===== src/hdl/ced_cfg.svh =====
`ifndef CED_CFG_SVH
`define CED_CFG_SVH

// Stack step and vector scaling.
`define CED_SP_STEP        32'h0000_0004
`define CED_VEC_SHIFT      2

// Interrupt mask field position inside the status word.
`define CED_MASK_LSB       4
`define CED_MASK_MSB       7

// Priority levels.
`define CED_NMI_LEVEL      5'h10
`define CED_NMI_MASK       4'hF
`define CED_FIXED_LEVEL    4'hF

// Access sizes of a data cycle.
`define CED_SIZE_WORD      2'h1
`define CED_SIZE_LONG      2'h2

// Lowest opcode of the guaranteed undefined range.
`define CED_ILL_LOW        16'hFC00

// Fixed interrupt vector numbers.
`define CED_VEC_NMI        8'h0B
`define CED_VEC_BREAK      8'h0C
`define CED_VEC_DEBUG      8'h0D
`define CED_VEC_EXT_LO     8'h40
`define CED_VEC_EXT_HI     8'h50

`endif


===== src/hdl/ced_pkg.sv =====
package ced_pkg;

    typedef enum logic [2:0] {
        st_idle,
        st_push_sr,
        st_push_pc,
        st_fetch_vec,
        st_branch
    } ced_state_t;

    typedef enum logic [2:0] {
        src_addr_err,
        src_slot_ill,
        src_gen_ill,
        src_trap,
        src_int
    } ced_src_t;

endpackage


===== src/hdl/ced_exc_entry.sv =====
`timescale 1ns/10ps
`default_nettype none
`include "ced_cfg.svh"

module ced_exc_entry #(
    parameter logic [7:0] VEC_GEN_ILL  = 8'h01,
    parameter logic [7:0] VEC_SLOT_ILL = 8'h02,
    parameter logic [7:0] VEC_ADDR_ERR = 8'h03,
    parameter int         N_EXT        = 8,
    parameter int         N_PERIPH     = 18
) (
    input  wire logic                    clk,
    input  wire logic                    reset_n,
    input  wire logic                    fetch_valid,
    input  wire logic [31:0]             fetch_addr,
    input  wire logic                    data_valid,
    input  wire logic [1:0]              data_size,
    input  wire logic [31:0]             data_addr,
    input  wire logic [31:0]             acc_instr_addr,
    input  wire logic                    acc_in_slot,
    input  wire logic [31:0]             acc_branch_addr,
    input  wire logic                    dec_valid,
    input  wire logic [15:0]             dec_opcode,
    input  wire logic                    dec_flow_change,
    input  wire logic                    dec_in_slot,
    input  wire logic [31:0]             dec_addr,
    input  wire logic [31:0]             dec_slot_target,
    input  wire logic                    trap_exec,
    input  wire logic [31:0]             trap_next_pc,
    input  wire logic                    instr_boundary,
    input  wire logic [31:0]             status_word,
    input  wire logic [31:0]             vector_base_register,
    input  wire logic [31:0]             stack_pointer,
    input  wire logic                    nmi_pin,
    input  wire logic [N_EXT-1:0]        external_request_pins,
    input  wire logic [N_EXT*4-1:0]      ext_level,
    input  wire logic                    break_controller_req,
    input  wire logic                    debug_interface_req,
    input  wire logic [N_PERIPH-1:0]     periph_req,
    input  wire logic [N_PERIPH*4-1:0]   periph_level,
    input  wire logic [N_PERIPH*8-1:0]   periph_vector,
    input  wire logic                    mem_ack,
    input  wire logic [31:0]             mem_rdata,
    output logic                         busy,
    output logic                         mem_req,
    output logic                         mem_we,
    output logic [31:0]                  mem_addr,
    output logic [31:0]                  mem_wdata,
    output logic                         sp_we,
    output logic [31:0]                  sp_value,
    output logic                         mask_we,
    output logic [3:0]                   mask_value,
    output logic                         pc_load,
    output logic [31:0]                  pc_value,
    output logic                         int_ack,
    output logic [7:0]                   int_ack_vector
);
    import ced_pkg::*;

    localparam int NS = N_EXT + N_PERIPH + 2;

    function automatic logic misaligned(input logic [31:0] a, input logic [1:0] sz);
        misaligned = (sz == `CED_SIZE_WORD && a[0]) ||
                     (sz == `CED_SIZE_LONG && a[1:0] != 2'h0);
    endfunction

    // Pins cross in through two flip-flops; NMI is edge triggered off stage two.
    logic [N_EXT-1:0] ext_s1, ext_s2;
    logic             nmi_s1, nmi_s2, nmi_s3;

    logic [NS-1:0]    src_req;
    logic [NS*4-1:0]  src_level;
    logic [NS*8-1:0]  src_vector;
    logic [N_EXT*8-1:0] ext_vector;

    genvar g;
    generate
        for (g = 0; g < N_EXT; g++) begin : g_ext
            assign ext_vector[g*8 +: 8] = (g < 4) ? `CED_VEC_EXT_LO + 8'(g)
                                                  : `CED_VEC_EXT_HI + 8'(g - 4);
        end
    endgenerate

    // Break and debug carry fixed level 15; the rest use their programmed
    // 4-bit level, which by width alone can never reach 16.
    assign src_req    = {periph_req, ext_s2, debug_interface_req, break_controller_req};
    assign src_level  = {periph_level, ext_level, `CED_FIXED_LEVEL, `CED_FIXED_LEVEL};
    assign src_vector = {periph_vector, ext_vector, `CED_VEC_DEBUG, `CED_VEC_BREAK};

    logic       sel_valid;
    logic [3:0] sel_level;
    logic [7:0] sel_vector;

    ced_prio_sel #(.N(NS), .LW(4), .VW(8)) u_prio (
        .clk        (clk),
        .reset_n    (reset_n),
        .req        (src_req),
        .level      (src_level),
        .vector     (src_vector),
        .sel_valid  (sel_valid),
        .sel_level  (sel_level),
        .sel_vector (sel_vector)
    );

    ced_state_t state, next_state;
    ced_src_t   src, next_src;
    logic        ae_pend, next_ae_pend;
    logic [31:0] ae_pc, next_ae_pc;
    logic        si_pend, next_si_pend;
    logic [31:0] si_pc, next_si_pc;
    logic        gi_pend, next_gi_pend;
    logic [31:0] gi_pc, next_gi_pc;
    logic        tr_pend, next_tr_pend;
    logic [31:0] tr_pc, next_tr_pc;
    logic [7:0]  tr_vec, next_tr_vec;
    logic        nmi_pend, next_nmi_pend;
    logic [31:0] save_pc, next_save_pc;
    logic [7:0]  vec, next_vec;
    logic [4:0]  acc_level, next_acc_level;
    logic [31:0] sp_work, next_sp_work;
    logic        next_busy, next_mem_req, next_mem_we, next_sp_we, next_mask_we;
    logic        next_pc_load, next_int_ack;
    logic [31:0] next_mem_addr, next_mem_wdata, next_sp_value, next_pc_value;
    logic [3:0]  next_mask_value;
    logic [7:0]  next_int_ack_vector;

    logic [3:0] mask_field;
    logic       ae_set, si_set, gi_set, undef, int_ok, start;

    assign mask_field = status_word[`CED_MASK_MSB:`CED_MASK_LSB];
    // Detection is promised only for the top opcode block.
    assign undef  = dec_opcode >= `CED_ILL_LOW;
    assign ae_set = (fetch_valid && fetch_addr[0]) ||
                    (data_valid && misaligned(data_addr, data_size));
    assign si_set = dec_valid && dec_in_slot && (undef || dec_flow_change);
    assign gi_set = dec_valid && !dec_in_slot && undef;
    // NMI ignores the mask; all else must beat it strictly.
    assign int_ok = nmi_pend || (sel_valid && sel_level > mask_field);
    // Entry only at an instruction boundary, so the faulting bus cycle and
    // instruction are left to finish first.
    assign start  = state == st_idle && instr_boundary &&
                    (ae_pend || si_pend || gi_pend || tr_pend || int_ok);

    always_comb begin
        next_state = state;
        next_src = src;
        next_save_pc = save_pc;
        next_vec = vec;
        next_acc_level = acc_level;
        next_sp_work = sp_work;
        next_busy = state != st_idle;
        next_mem_req = mem_req;
        next_mem_we = mem_we;
        next_mem_addr = mem_addr;
        next_mem_wdata = mem_wdata;
        next_sp_we = 1'b0;
        next_sp_value = sp_value;
        next_mask_we = 1'b0;
        next_mask_value = mask_value;
        next_pc_load = 1'b0;
        next_pc_value = pc_value;
        next_int_ack = 1'b0;
        next_int_ack_vector = int_ack_vector;
        next_ae_pc = ae_pc;
        next_si_pc = si_pc;
        next_gi_pc = gi_pc;
        next_tr_pc = tr_pc;
        next_tr_vec = tr_vec;
        // A new event in the clearing cycle survives: set wins.
        next_ae_pend = ae_pend;
        next_si_pend = si_pend;
        next_gi_pend = gi_pend;
        next_tr_pend = tr_pend;
        next_nmi_pend = nmi_pend;
        case (state)
            st_idle: begin
                if (start) begin
                    next_state = st_push_sr;
                    next_busy = 1'b1;
                    next_acc_level = 5'h00;
                    if (ae_pend) begin
                        next_src = src_addr_err;
                        next_save_pc = ae_pc;
                        next_vec = VEC_ADDR_ERR;
                        next_ae_pend = 1'b0;
                    end else if (si_pend) begin
                        next_src = src_slot_ill;
                        next_save_pc = si_pc;
                        next_vec = VEC_SLOT_ILL;
                        next_si_pend = 1'b0;
                    end else if (gi_pend) begin
                        next_src = src_gen_ill;
                        next_save_pc = gi_pc;
                        next_vec = VEC_GEN_ILL;
                        next_gi_pend = 1'b0;
                    end else if (tr_pend) begin
                        next_src = src_trap;
                        next_save_pc = tr_pc;
                        next_vec = tr_vec;
                        next_tr_pend = 1'b0;
                    end else begin
                        next_src = src_int;
                        next_save_pc = acc_instr_addr;
                        next_int_ack = 1'b1;
                        if (nmi_pend) begin
                            next_vec = `CED_VEC_NMI;
                            next_acc_level = `CED_NMI_LEVEL;
                            next_nmi_pend = 1'b0;
                        end else begin
                            next_vec = sel_vector;
                            next_acc_level = {1'b0, sel_level};
                        end
                        next_int_ack_vector = next_vec;
                    end
                    // Status word goes first.
                    next_sp_work = stack_pointer - `CED_SP_STEP;
                    next_mem_req = 1'b1;
                    next_mem_we = 1'b1;
                    next_mem_addr = stack_pointer - `CED_SP_STEP;
                    next_mem_wdata = status_word;
                end
            end
            st_push_sr: begin
                if (mem_ack) begin
                    next_state = st_push_pc;
                    next_sp_work = sp_work - `CED_SP_STEP;
                    next_mem_addr = sp_work - `CED_SP_STEP;
                    next_mem_wdata = save_pc;
                end
            end
            st_push_pc: begin
                if (mem_ack) begin
                    next_state = st_fetch_vec;
                    next_mem_we = 1'b0;
                    next_mem_wdata = 32'h0000_0000;
                    next_mem_addr = vector_base_register +
                                    {22'h0, vec, 2'h0};
                end
            end
            st_fetch_vec: begin
                if (mem_ack) begin
                    next_state = st_branch;
                    next_mem_req = 1'b0;
                    next_pc_load = 1'b1;
                    next_pc_value = mem_rdata;
                    next_sp_we = 1'b1;
                    next_sp_value = sp_work;
                    if (src == src_int) begin
                        next_mask_we = 1'b1;
                        next_mask_value = acc_level[4] ? `CED_NMI_MASK : acc_level[3:0];
                    end
                end
            end
            st_branch: begin
                next_state = st_idle;
                next_busy = 1'b0;
            end
            default: next_state = st_idle;
        endcase
        // An event in the cycle that clears its flag captures its own address,
        // so the next entry never stacks the address of the one just taken.
        // An address error in a delay slot stacks the branch address.
        if (ae_set && !next_ae_pend) begin
            next_ae_pend = 1'b1;
            next_ae_pc = acc_in_slot ? acc_branch_addr : acc_instr_addr;
        end
        if (si_set && !next_si_pend) begin
            next_si_pend = 1'b1;
            next_si_pc = dec_slot_target;
        end
        if (gi_set && !next_gi_pend) begin
            next_gi_pend = 1'b1;
            next_gi_pc = dec_addr;
        end
        if (trap_exec && !next_tr_pend) begin
            next_tr_pend = 1'b1;
            next_tr_pc = trap_next_pc;
            next_tr_vec = dec_opcode[7:0];
        end
        if (nmi_s2 && !nmi_s3) next_nmi_pend = 1'b1;
    end

    always_ff @(posedge clk) begin
        if (!reset_n) begin
            ext_s1 <= '0;
            ext_s2 <= '0;
            nmi_s1 <= 1'b0;
            nmi_s2 <= 1'b0;
            nmi_s3 <= 1'b0;
            state <= st_idle;
            src <= src_addr_err;
            ae_pend <= 1'b0;
            ae_pc <= 32'h0000_0000;
            si_pend <= 1'b0;
            si_pc <= 32'h0000_0000;
            gi_pend <= 1'b0;
            gi_pc <= 32'h0000_0000;
            tr_pend <= 1'b0;
            tr_pc <= 32'h0000_0000;
            tr_vec <= 8'h00;
            nmi_pend <= 1'b0;
            save_pc <= 32'h0000_0000;
            vec <= 8'h00;
            acc_level <= 5'h00;
            sp_work <= 32'h0000_0000;
            busy <= 1'b0;
            mem_req <= 1'b0;
            mem_we <= 1'b0;
            mem_addr <= 32'h0000_0000;
            mem_wdata <= 32'h0000_0000;
            sp_we <= 1'b0;
            sp_value <= 32'h0000_0000;
            mask_we <= 1'b0;
            mask_value <= 4'h0;
            pc_load <= 1'b0;
            pc_value <= 32'h0000_0000;
            int_ack <= 1'b0;
            int_ack_vector <= 8'h00;
        end else begin
            ext_s1 <= external_request_pins;
            ext_s2 <= ext_s1;
            nmi_s1 <= nmi_pin;
            nmi_s2 <= nmi_s1;
            nmi_s3 <= nmi_s2;
            state <= next_state;
            src <= next_src;
            ae_pend <= next_ae_pend;
            ae_pc <= next_ae_pc;
            si_pend <= next_si_pend;
            si_pc <= next_si_pc;
            gi_pend <= next_gi_pend;
            gi_pc <= next_gi_pc;
            tr_pend <= next_tr_pend;
            tr_pc <= next_tr_pc;
            tr_vec <= next_tr_vec;
            nmi_pend <= next_nmi_pend;
            save_pc <= next_save_pc;
            vec <= next_vec;
            acc_level <= next_acc_level;
            sp_work <= next_sp_work;
            busy <= next_busy;
            mem_req <= next_mem_req;
            mem_we <= next_mem_we;
            mem_addr <= next_mem_addr;
            mem_wdata <= next_mem_wdata;
            sp_we <= next_sp_we;
            sp_value <= next_sp_value;
            mask_we <= next_mask_we;
            mask_value <= next_mask_value;
            pc_load <= next_pc_load;
            pc_value <= next_pc_value;
            int_ack <= next_int_ack;
            int_ack_vector <= next_int_ack_vector;
        end
    end
endmodule

`default_nettype wire


===== src/hdl/ced_prio_sel.sv =====
`timescale 1ns/10ps
`default_nettype none

module ced_prio_sel #(
    parameter int N  = 28,
    parameter int LW = 4,
    parameter int VW = 8
) (
    input  wire logic            clk,
    input  wire logic            reset_n,
    input  wire logic [N-1:0]    req,
    input  wire logic [N*LW-1:0] level,
    input  wire logic [N*VW-1:0] vector,
    output logic                 sel_valid,
    output logic [LW-1:0]        sel_level,
    output logic [VW-1:0]        sel_vector
);
    logic          next_valid;
    logic [LW-1:0] next_level;
    logic [VW-1:0] next_vector;

    // A later source only wins with a strictly higher level, so ties go to
    // the lowest index and the choice stays stable while requests hold.
    always_comb begin
        next_valid  = 1'b0;
        next_level  = '0;
        next_vector = '0;
        for (int i = 0; i < N; i++) begin
            if (req[i] && (!next_valid || level[i*LW +: LW] > next_level)) begin
                next_valid  = 1'b1;
                next_level  = level[i*LW +: LW];
                next_vector = vector[i*VW +: VW];
            end
        end
    end

    always_ff @(posedge clk) begin
        if (!reset_n) begin
            sel_valid  <= 1'b0;
            sel_level  <= '0;
            sel_vector <= '0;
        end else begin
            sel_valid  <= next_valid;
            sel_level  <= next_level;
            sel_vector <= next_vector;
        end
    end

endmodule

`default_nettype wire


===== config.mk =====
export PLATFORM = sky130hd
export DESIGN_NAME = ced_exc_entry
export DESIGN_NICKNAME = d
export VERILOG_FILES = /design/src/hdl/ced_pkg.sv /design/src/hdl/ced_exc_entry.sv /design/src/hdl/ced_prio_sel.sv
export VERILOG_INCLUDE_DIRS = /design/src /design/src/hdl
export SDC_FILE = /design/constraint.sdc
export NUM_CORES = 1
export LEC_CHECK = 0
export ABC_AREA = 1
export BUFFER_PORTS_ARGS = -buffer_cell sky130_fd_sc_hd__buf_2
export CORE_AREA = 2 2 309 311
export DETAILED_ROUTE_END_ITERATION = 16
export DIE_AREA = 0 0 311 313
export PLACE_DENSITY = 0.48
export SLEW_MARGIN = 20
export SYNTH_ARGS = -nofsm -noshare
export SYNTH_HDL_FRONTEND = slang
export SYNTH_SLANG_ARGS = --single-unit

===== constraint.sdc =====
create_clock -name clk -period 71.6 [get_ports clk]
set_input_delay 21.48 -clock clk [delete_from_list [all_inputs] [get_ports clk]]
set_output_delay 21.48 -clock clk [all_outputs]
set_load 0.01 [all_outputs]

=== Yosys cells after proc, flatten, opt, wreduce, memory -nomap -nowiden ===
Cells that the tools add are included.

* Add/sub/neg operators: 3
* Magnitude comparators: 29
* Eq/ne operators: 15
* Muxes and demuxes: 152
* Bitwise gates (word level): 7
* Reduce and logical (&&, ||, !) cells: 133

{| class="wikitable"
|+ Operator list
! cell !! count
|-
| 2-to-1 mux 32 bit || 11
|-
| case mux 32 bit (3 select lines) || 2
|-
| 2-to-1 mux 8 bit || 23
|-
| 2-to-1 mux 4 bit || 31
|-
| greater-than comparator 4 bit || 27
|-
| case mux 32 bit (2 select lines) || 1
|-
| subtractor 32 x 3 -> 32 bit (second input constant) || 2
|-
| 2-to-1 mux 1 bit || 59
|-
| 2-to-1 mux 7 bit || 8
|-
| logical AND 1 bit || 43
|-
| logical OR 1 bit || 35
|-
| zero test 1 bit || 33
|-
| adder 32 x 10 -> 32 bit || 1
|-
| 2-to-1 mux 5 bit || 5
|-
| 2-to-1 mux 3 bit || 8
|-
| greater-or-equal comparator 16 bit (second input constant) || 1
|-
| AND reduction 3 bit || 5
|-
| case mux 3 bit (4 select lines) || 1
|-
| AND reduction 6 bit || 2
|-
| nonzero test 2 bit || 6
|-
| inequality test 2 x 1 -> 1 bit (second input constant) || 4
|-
| inequality test 2 bit (second input constant) || 4
|-
| AND reduction 4 bit || 2
|-
| inverter 1 bit || 7
|-
| 11 further kinds || 18
|}

* Register bits after elaboration: 402
* Bits of input ports: 658
* Output and inout port bits: 147
* Word-level logic and storage cells: 375

=== Longest topological paths before layout ===
* Depth after elaboration: 109
* Mapped depth: 288
* Gate-level depth less buffers: 271

=== By module ===
From an unflattened synthesis, not the netlist that was laid out.

* Cells, all modules: 4218
* Area total of the unflattened synthesis: 26938.3 um^2

{| class="wikitable"
|+ By module, submodules not included
! module !! times used !! cells an instance !! area each (um^2) !! seq. area each (um^2)
|-
| ced_exc_entry || 1 || 2809 || 19213.4 || 7787.5
|-
| ced_prio_sel || 1 || 1409 || 7724.9 || 260.2
|}

=== Worst setup path after synthesis ===
OpenSTA, ideal clock, no wires.

* Kind: input to register
* Start: in debug_interface_req
* End: reg u_prio.sel_vector[2]
* Setup time: 122 ps
* Data arrival time: 50364 ps
* Data required time: 71478 ps
* Slack: 21114 ps
* Stages on the path: 275
* Cell sequence: nor2_2 inv_2 ha_1 or4_2 o21ai_0 inv_1 o21ai_0 ha_1 nand2_1 nand2_1 nand4_1 nand2_1 nand2_1 nand2_2 nand2_4 o21ai_0 ha_1 inv_1 [... 239 more ...] o21bai_1 nand2_1 o21ai_0 o21ai_0 nand2_1 buf_6 nand3_1 and2_1 ha_1 nand2_1 o21bai_1 nand2_1 o21ai_0 nand2_1 nand2_1 clkbuf_8 o21ai_0 a21oi_2

* Longest elaborated chain between the ends: 106

{| class="wikitable"
|+ Ends and longest elaborated chain
! item !! RTL line !! source
|-
| start, declared || ced_exc_entry.sv:38 || <nowiki>input wire logic debug_interface_req,</nowiki>
|-
| logical AND 1 bit * || ced_prio_sel.sv:29 || <nowiki>if (req[i] && (!next_valid || level[i*LW +: LW] > next_level)) begin</nowiki>
|-
| 2-to-1 mux 4 bit / 2-to-1 mux 1 bit (equally long branches) || ced_prio_sel.sv:29 ||
|-
| greater-than comparator 4 bit / zero test 1 bit (equally long branches) || ced_prio_sel.sv:29 ||
|-
| logical OR 1 bit || ced_prio_sel.sv:29 ||
|-
| logical AND 1 bit || ced_prio_sel.sv:29 ||
|-
| 2-to-1 mux 4 bit / 2-to-1 mux 1 bit (equally long branches) || ced_prio_sel.sv:29 ||
|-
| greater-than comparator 4 bit / zero test 1 bit (equally long branches) || ced_prio_sel.sv:29 ||
|-
| logical OR 1 bit || ced_prio_sel.sv:29 ||
|-
| [... 90 more ...] || -- ||
|-
| greater-than comparator 4 bit / zero test 1 bit (equally long branches) || ced_prio_sel.sv:29 ||
|-
| logical OR 1 bit || ced_prio_sel.sv:29 ||
|-
| logical AND 1 bit || ced_prio_sel.sv:29 ||
|-
| 2-to-1 mux 4 bit / 2-to-1 mux 1 bit (equally long branches) || ced_prio_sel.sv:29 ||
|-
| greater-than comparator 4 bit / zero test 1 bit (equally long branches) || ced_prio_sel.sv:29 ||
|-
| logical OR 1 bit || ced_prio_sel.sv:29 ||
|-
| logical AND 1 bit || ced_prio_sel.sv:29 ||
|-
| 2-to-1 mux 8 bit * || ced_prio_sel.sv:29 ||
|-
| end signal, assigned || ced_prio_sel.sv:45 || <nowiki>sel_vector <= next_vector;</nowiki>
|-
| end, declared || ced_prio_sel.sv:16 || <nowiki>output logic [VW-1:0] sel_vector</nowiki>
|}

Every way passes the cells marked *; elsewhere a longest branch is shown, timed or not.
A chain may end at the register's enable or synchronous reset.

=== Worst setup path after layout ===
* Start: in debug_interface_req
* End: reg u_prio.sel_vector[7]

Same word-level chain as after synthesis.

==> results.cfg <==
[routing]
dr.pass1.iters = 7
routed-via-count = 26800
drt_wl_total_um = 110000
drc = 0
antenna_left = 0
vias_per_cell = 4.83
routedWlPerCell_um = 19.7
drtIter0Drc = 1650

[synthesis]
yosysUniqueCellTypes = 64
syn_inst = 3608
async_flop_share_pct = 0
yosysTopAreaCell = dfxtp_1
syn_avg_cell_area_um2 = 6.73
ys_seq_elements = 402
yosys_warnings = 0
synthesis.area_um2 = 24300
synth_ff_type = dfxtp_1
synth_nets = 4360
yosysSeqAreaShare_pct = 33.1
synth_area_leaders = dfxtp_1 33%, nand2_1 11%, o21ai_0 9.3%
yosysTopAreaCellShare_pct = 33.1
synth_edf_count = 0

[place]
portBuffers = 741
pre_cts_ws_ns = 12.93
gp_congestion = 0.907
hpwl_um = 84500

[floorplanning]
die_y_um = 313
std_cell_rows = 113
start_util_pct = 25.8
dieArea_um2 = 97300
die_width_um = 311
core_area_um2 = 94200
top_level_ports = 805

[critical_path]
cp-start-kind = input pin
cp_common_cell = nand2_1
slowest_stage = or4_2
slowest_delay_ns = 0.66
crit_fanout = 24
cp-end-kind = flip-flop
criticalPathCategory = input pin to flip-flop
arrival_ns = 58.58
critPathLaunch = debug_interface_req
r2r_start = ext_s2[0]$_SDFF_PN0_
required_ns = 72.10

[timing]
fmax_ghz = 0.0172
period_minus_slack_ns = 58.07
hold_viol_final = 0
period_share_pct = 81.1
tightestPinTransition_ns = 1.10
rsz0062_at_grt = false
relSlewSlack_pct = 26.5
setup_ws_ns = 13.53
fin_tns_setup_ns = 0
setup_violations = 0
slew_violations = 0
clock-skew-final_ns = 0.0163

[flow_run]
timing.max_cap.violations = 0

[clocking]
clk_latency_ns = 0.61
cts_resized = 0
cts-root-buf = clkbuf_16
clock_sinks = 402
cts_buffers = 50
cts.htree.levels = 2
clk_pin_slew_worst_paths_ns = 0.07
clockBufferDepth = 3
cts_hold_buffers = 0
post_cts_buffers = 0
cts_tree = done

[outcome]
status = finished clean

[min_path]
min-delay-start = ext_s1[6]$_SDFF_PN0_
hold_class = flip-flop to flip-flop

[final_layout]
final_cell_mix = 740 x buf_2, 683 x nand2_1, 454 x inv_1
area_growth_pct = 26.3
drive_gt1_share_pct = 23.1
nFillCells = 10700
layout_commonest_cell = buf_2
layout.nets = 4979

[global_route]
grt_max_degree = 141
grt_util_all_layers_pct = 21.7
grt_pass1_vias = 25900
grt-ovfl-total = 0
grt_first_pass_wirelength_um = 162000
antenna_found_initial = 48
[stage by stage]
step / area, um^2 / utilization (%) / std cells / hold slack [ns]
2_1_floorplan: 24300 / - / 3608 / 0.390
3_3_place_gp: 28900 / 30.7 / 5440 / 0.400
3_5_place_dp: 28900 / 30.7 / 5440 / 0.403
4_1_cts: 30600 / 32.5 / 5533 / 0.419
5_1_grt: 30700 / 32.6 / 5552 / 0.437
6_report: 30700 / 32.6 / 5559 / 0.418
[path summary, 6_finish.rpt]
| check | slack (ns) | cells after the start | endpoint |
|---|---|---|---|
| worst max register to register | 34.67 | 244 | u_prio.sel_vector[7]$_SDFF_PN0_ |
| worst max-delay path | 13.53 | 247 | u_prio.sel_vector[7]$_SDFF_PN0_ |
| worst min-delay path | 0.42 | 2 | ext_s2[6]$_SDFF_PN0_ |
| worst min register to register | 0.42 | 2 | ext_s2[6]$_SDFF_PN0_ |
[state kept, by name, summed over array words and instances (netlist names), 5 cells and up]
register / cells
si_pc: 32
acc_level: 5
gi_pc: 32
vec: 8
int_ack_vector: 8
u_prio.sel_vector: 8
mem_wdata: 32
ae_pc: 32
save_pc: 32
tr_pc: 32
tr_vec: 8
sp_work: 32
sp_value: 32
mem_addr: 32
pc_value: 32
ext_s2: 8
ext_s1: 8
[logic make-up after synthesis]
group / after synthesis / share of synthesized area (%)
and+or+nand+nor: 1380 / 25.3
AOI/OAI and AO/OA: 1024 / 24.3
buffers and inverters: 678 / 11.4
DFF: 402 / 33.1
adders and majority gates: 94 / 4.87
xor gates and xnor gates: 30 / 1.08
[Yosys cell counts, drive strengths merged, types with 8 or more instances]
cell / instances
buf: 21
a21oi: 292
o2111ai: 22
nand2: 752
o211ai: 76
a41oi: 10
dfxtp: 402
nand3b: 10
inv: 468
xor2: 18
clkbuf: 180
xnor2: 12
nand3: 278
o221ai: 12
o21bai: 24
o21ai: 461
or2: 16
and2: 8
nand4: 55
ha: 93
nor2: 217
a31oi: 72
a221oi: 33
nor3: 33
[per-layer routing]
layer,GRT usage [%],part of all wire (%)
met5,0,0.16
met4,6.83,2.9
met3,4.12,5.8
met2,38.1,49
met1,26.6,43
[critical path: cells and delay by family]
kind | cells | cell delay [ns]
AND/OR/NAND/NOR | 142 | 17.63
AO/OA/AOI/OAI | 44 | 8.43
buffers and inverters | 35 | 2.98
adder cells (fa/ha/maj) | 26 | 7.97
[final cells by class]
cell class / instances / area [um^2] / area share, %
clock inverter: 18 / 209 / 0.681
tap: 1265 / 1580 / 5.16
clock buffer: 75 / 1500 / 4.87
timing repair buffer: 770 / 3940 / 12.8
multi-input combinational: 2528 / 13500 / 44.1
inverter: 475 / 1810 / 5.91
sequential: 402 / 8050 / 26.2
antenna: 26 / 65.1 / 0.212
Power is left out: the tool's default activity adds up to more than one toggle a clock period on the data nets, which glitch-free logic cannot reach.
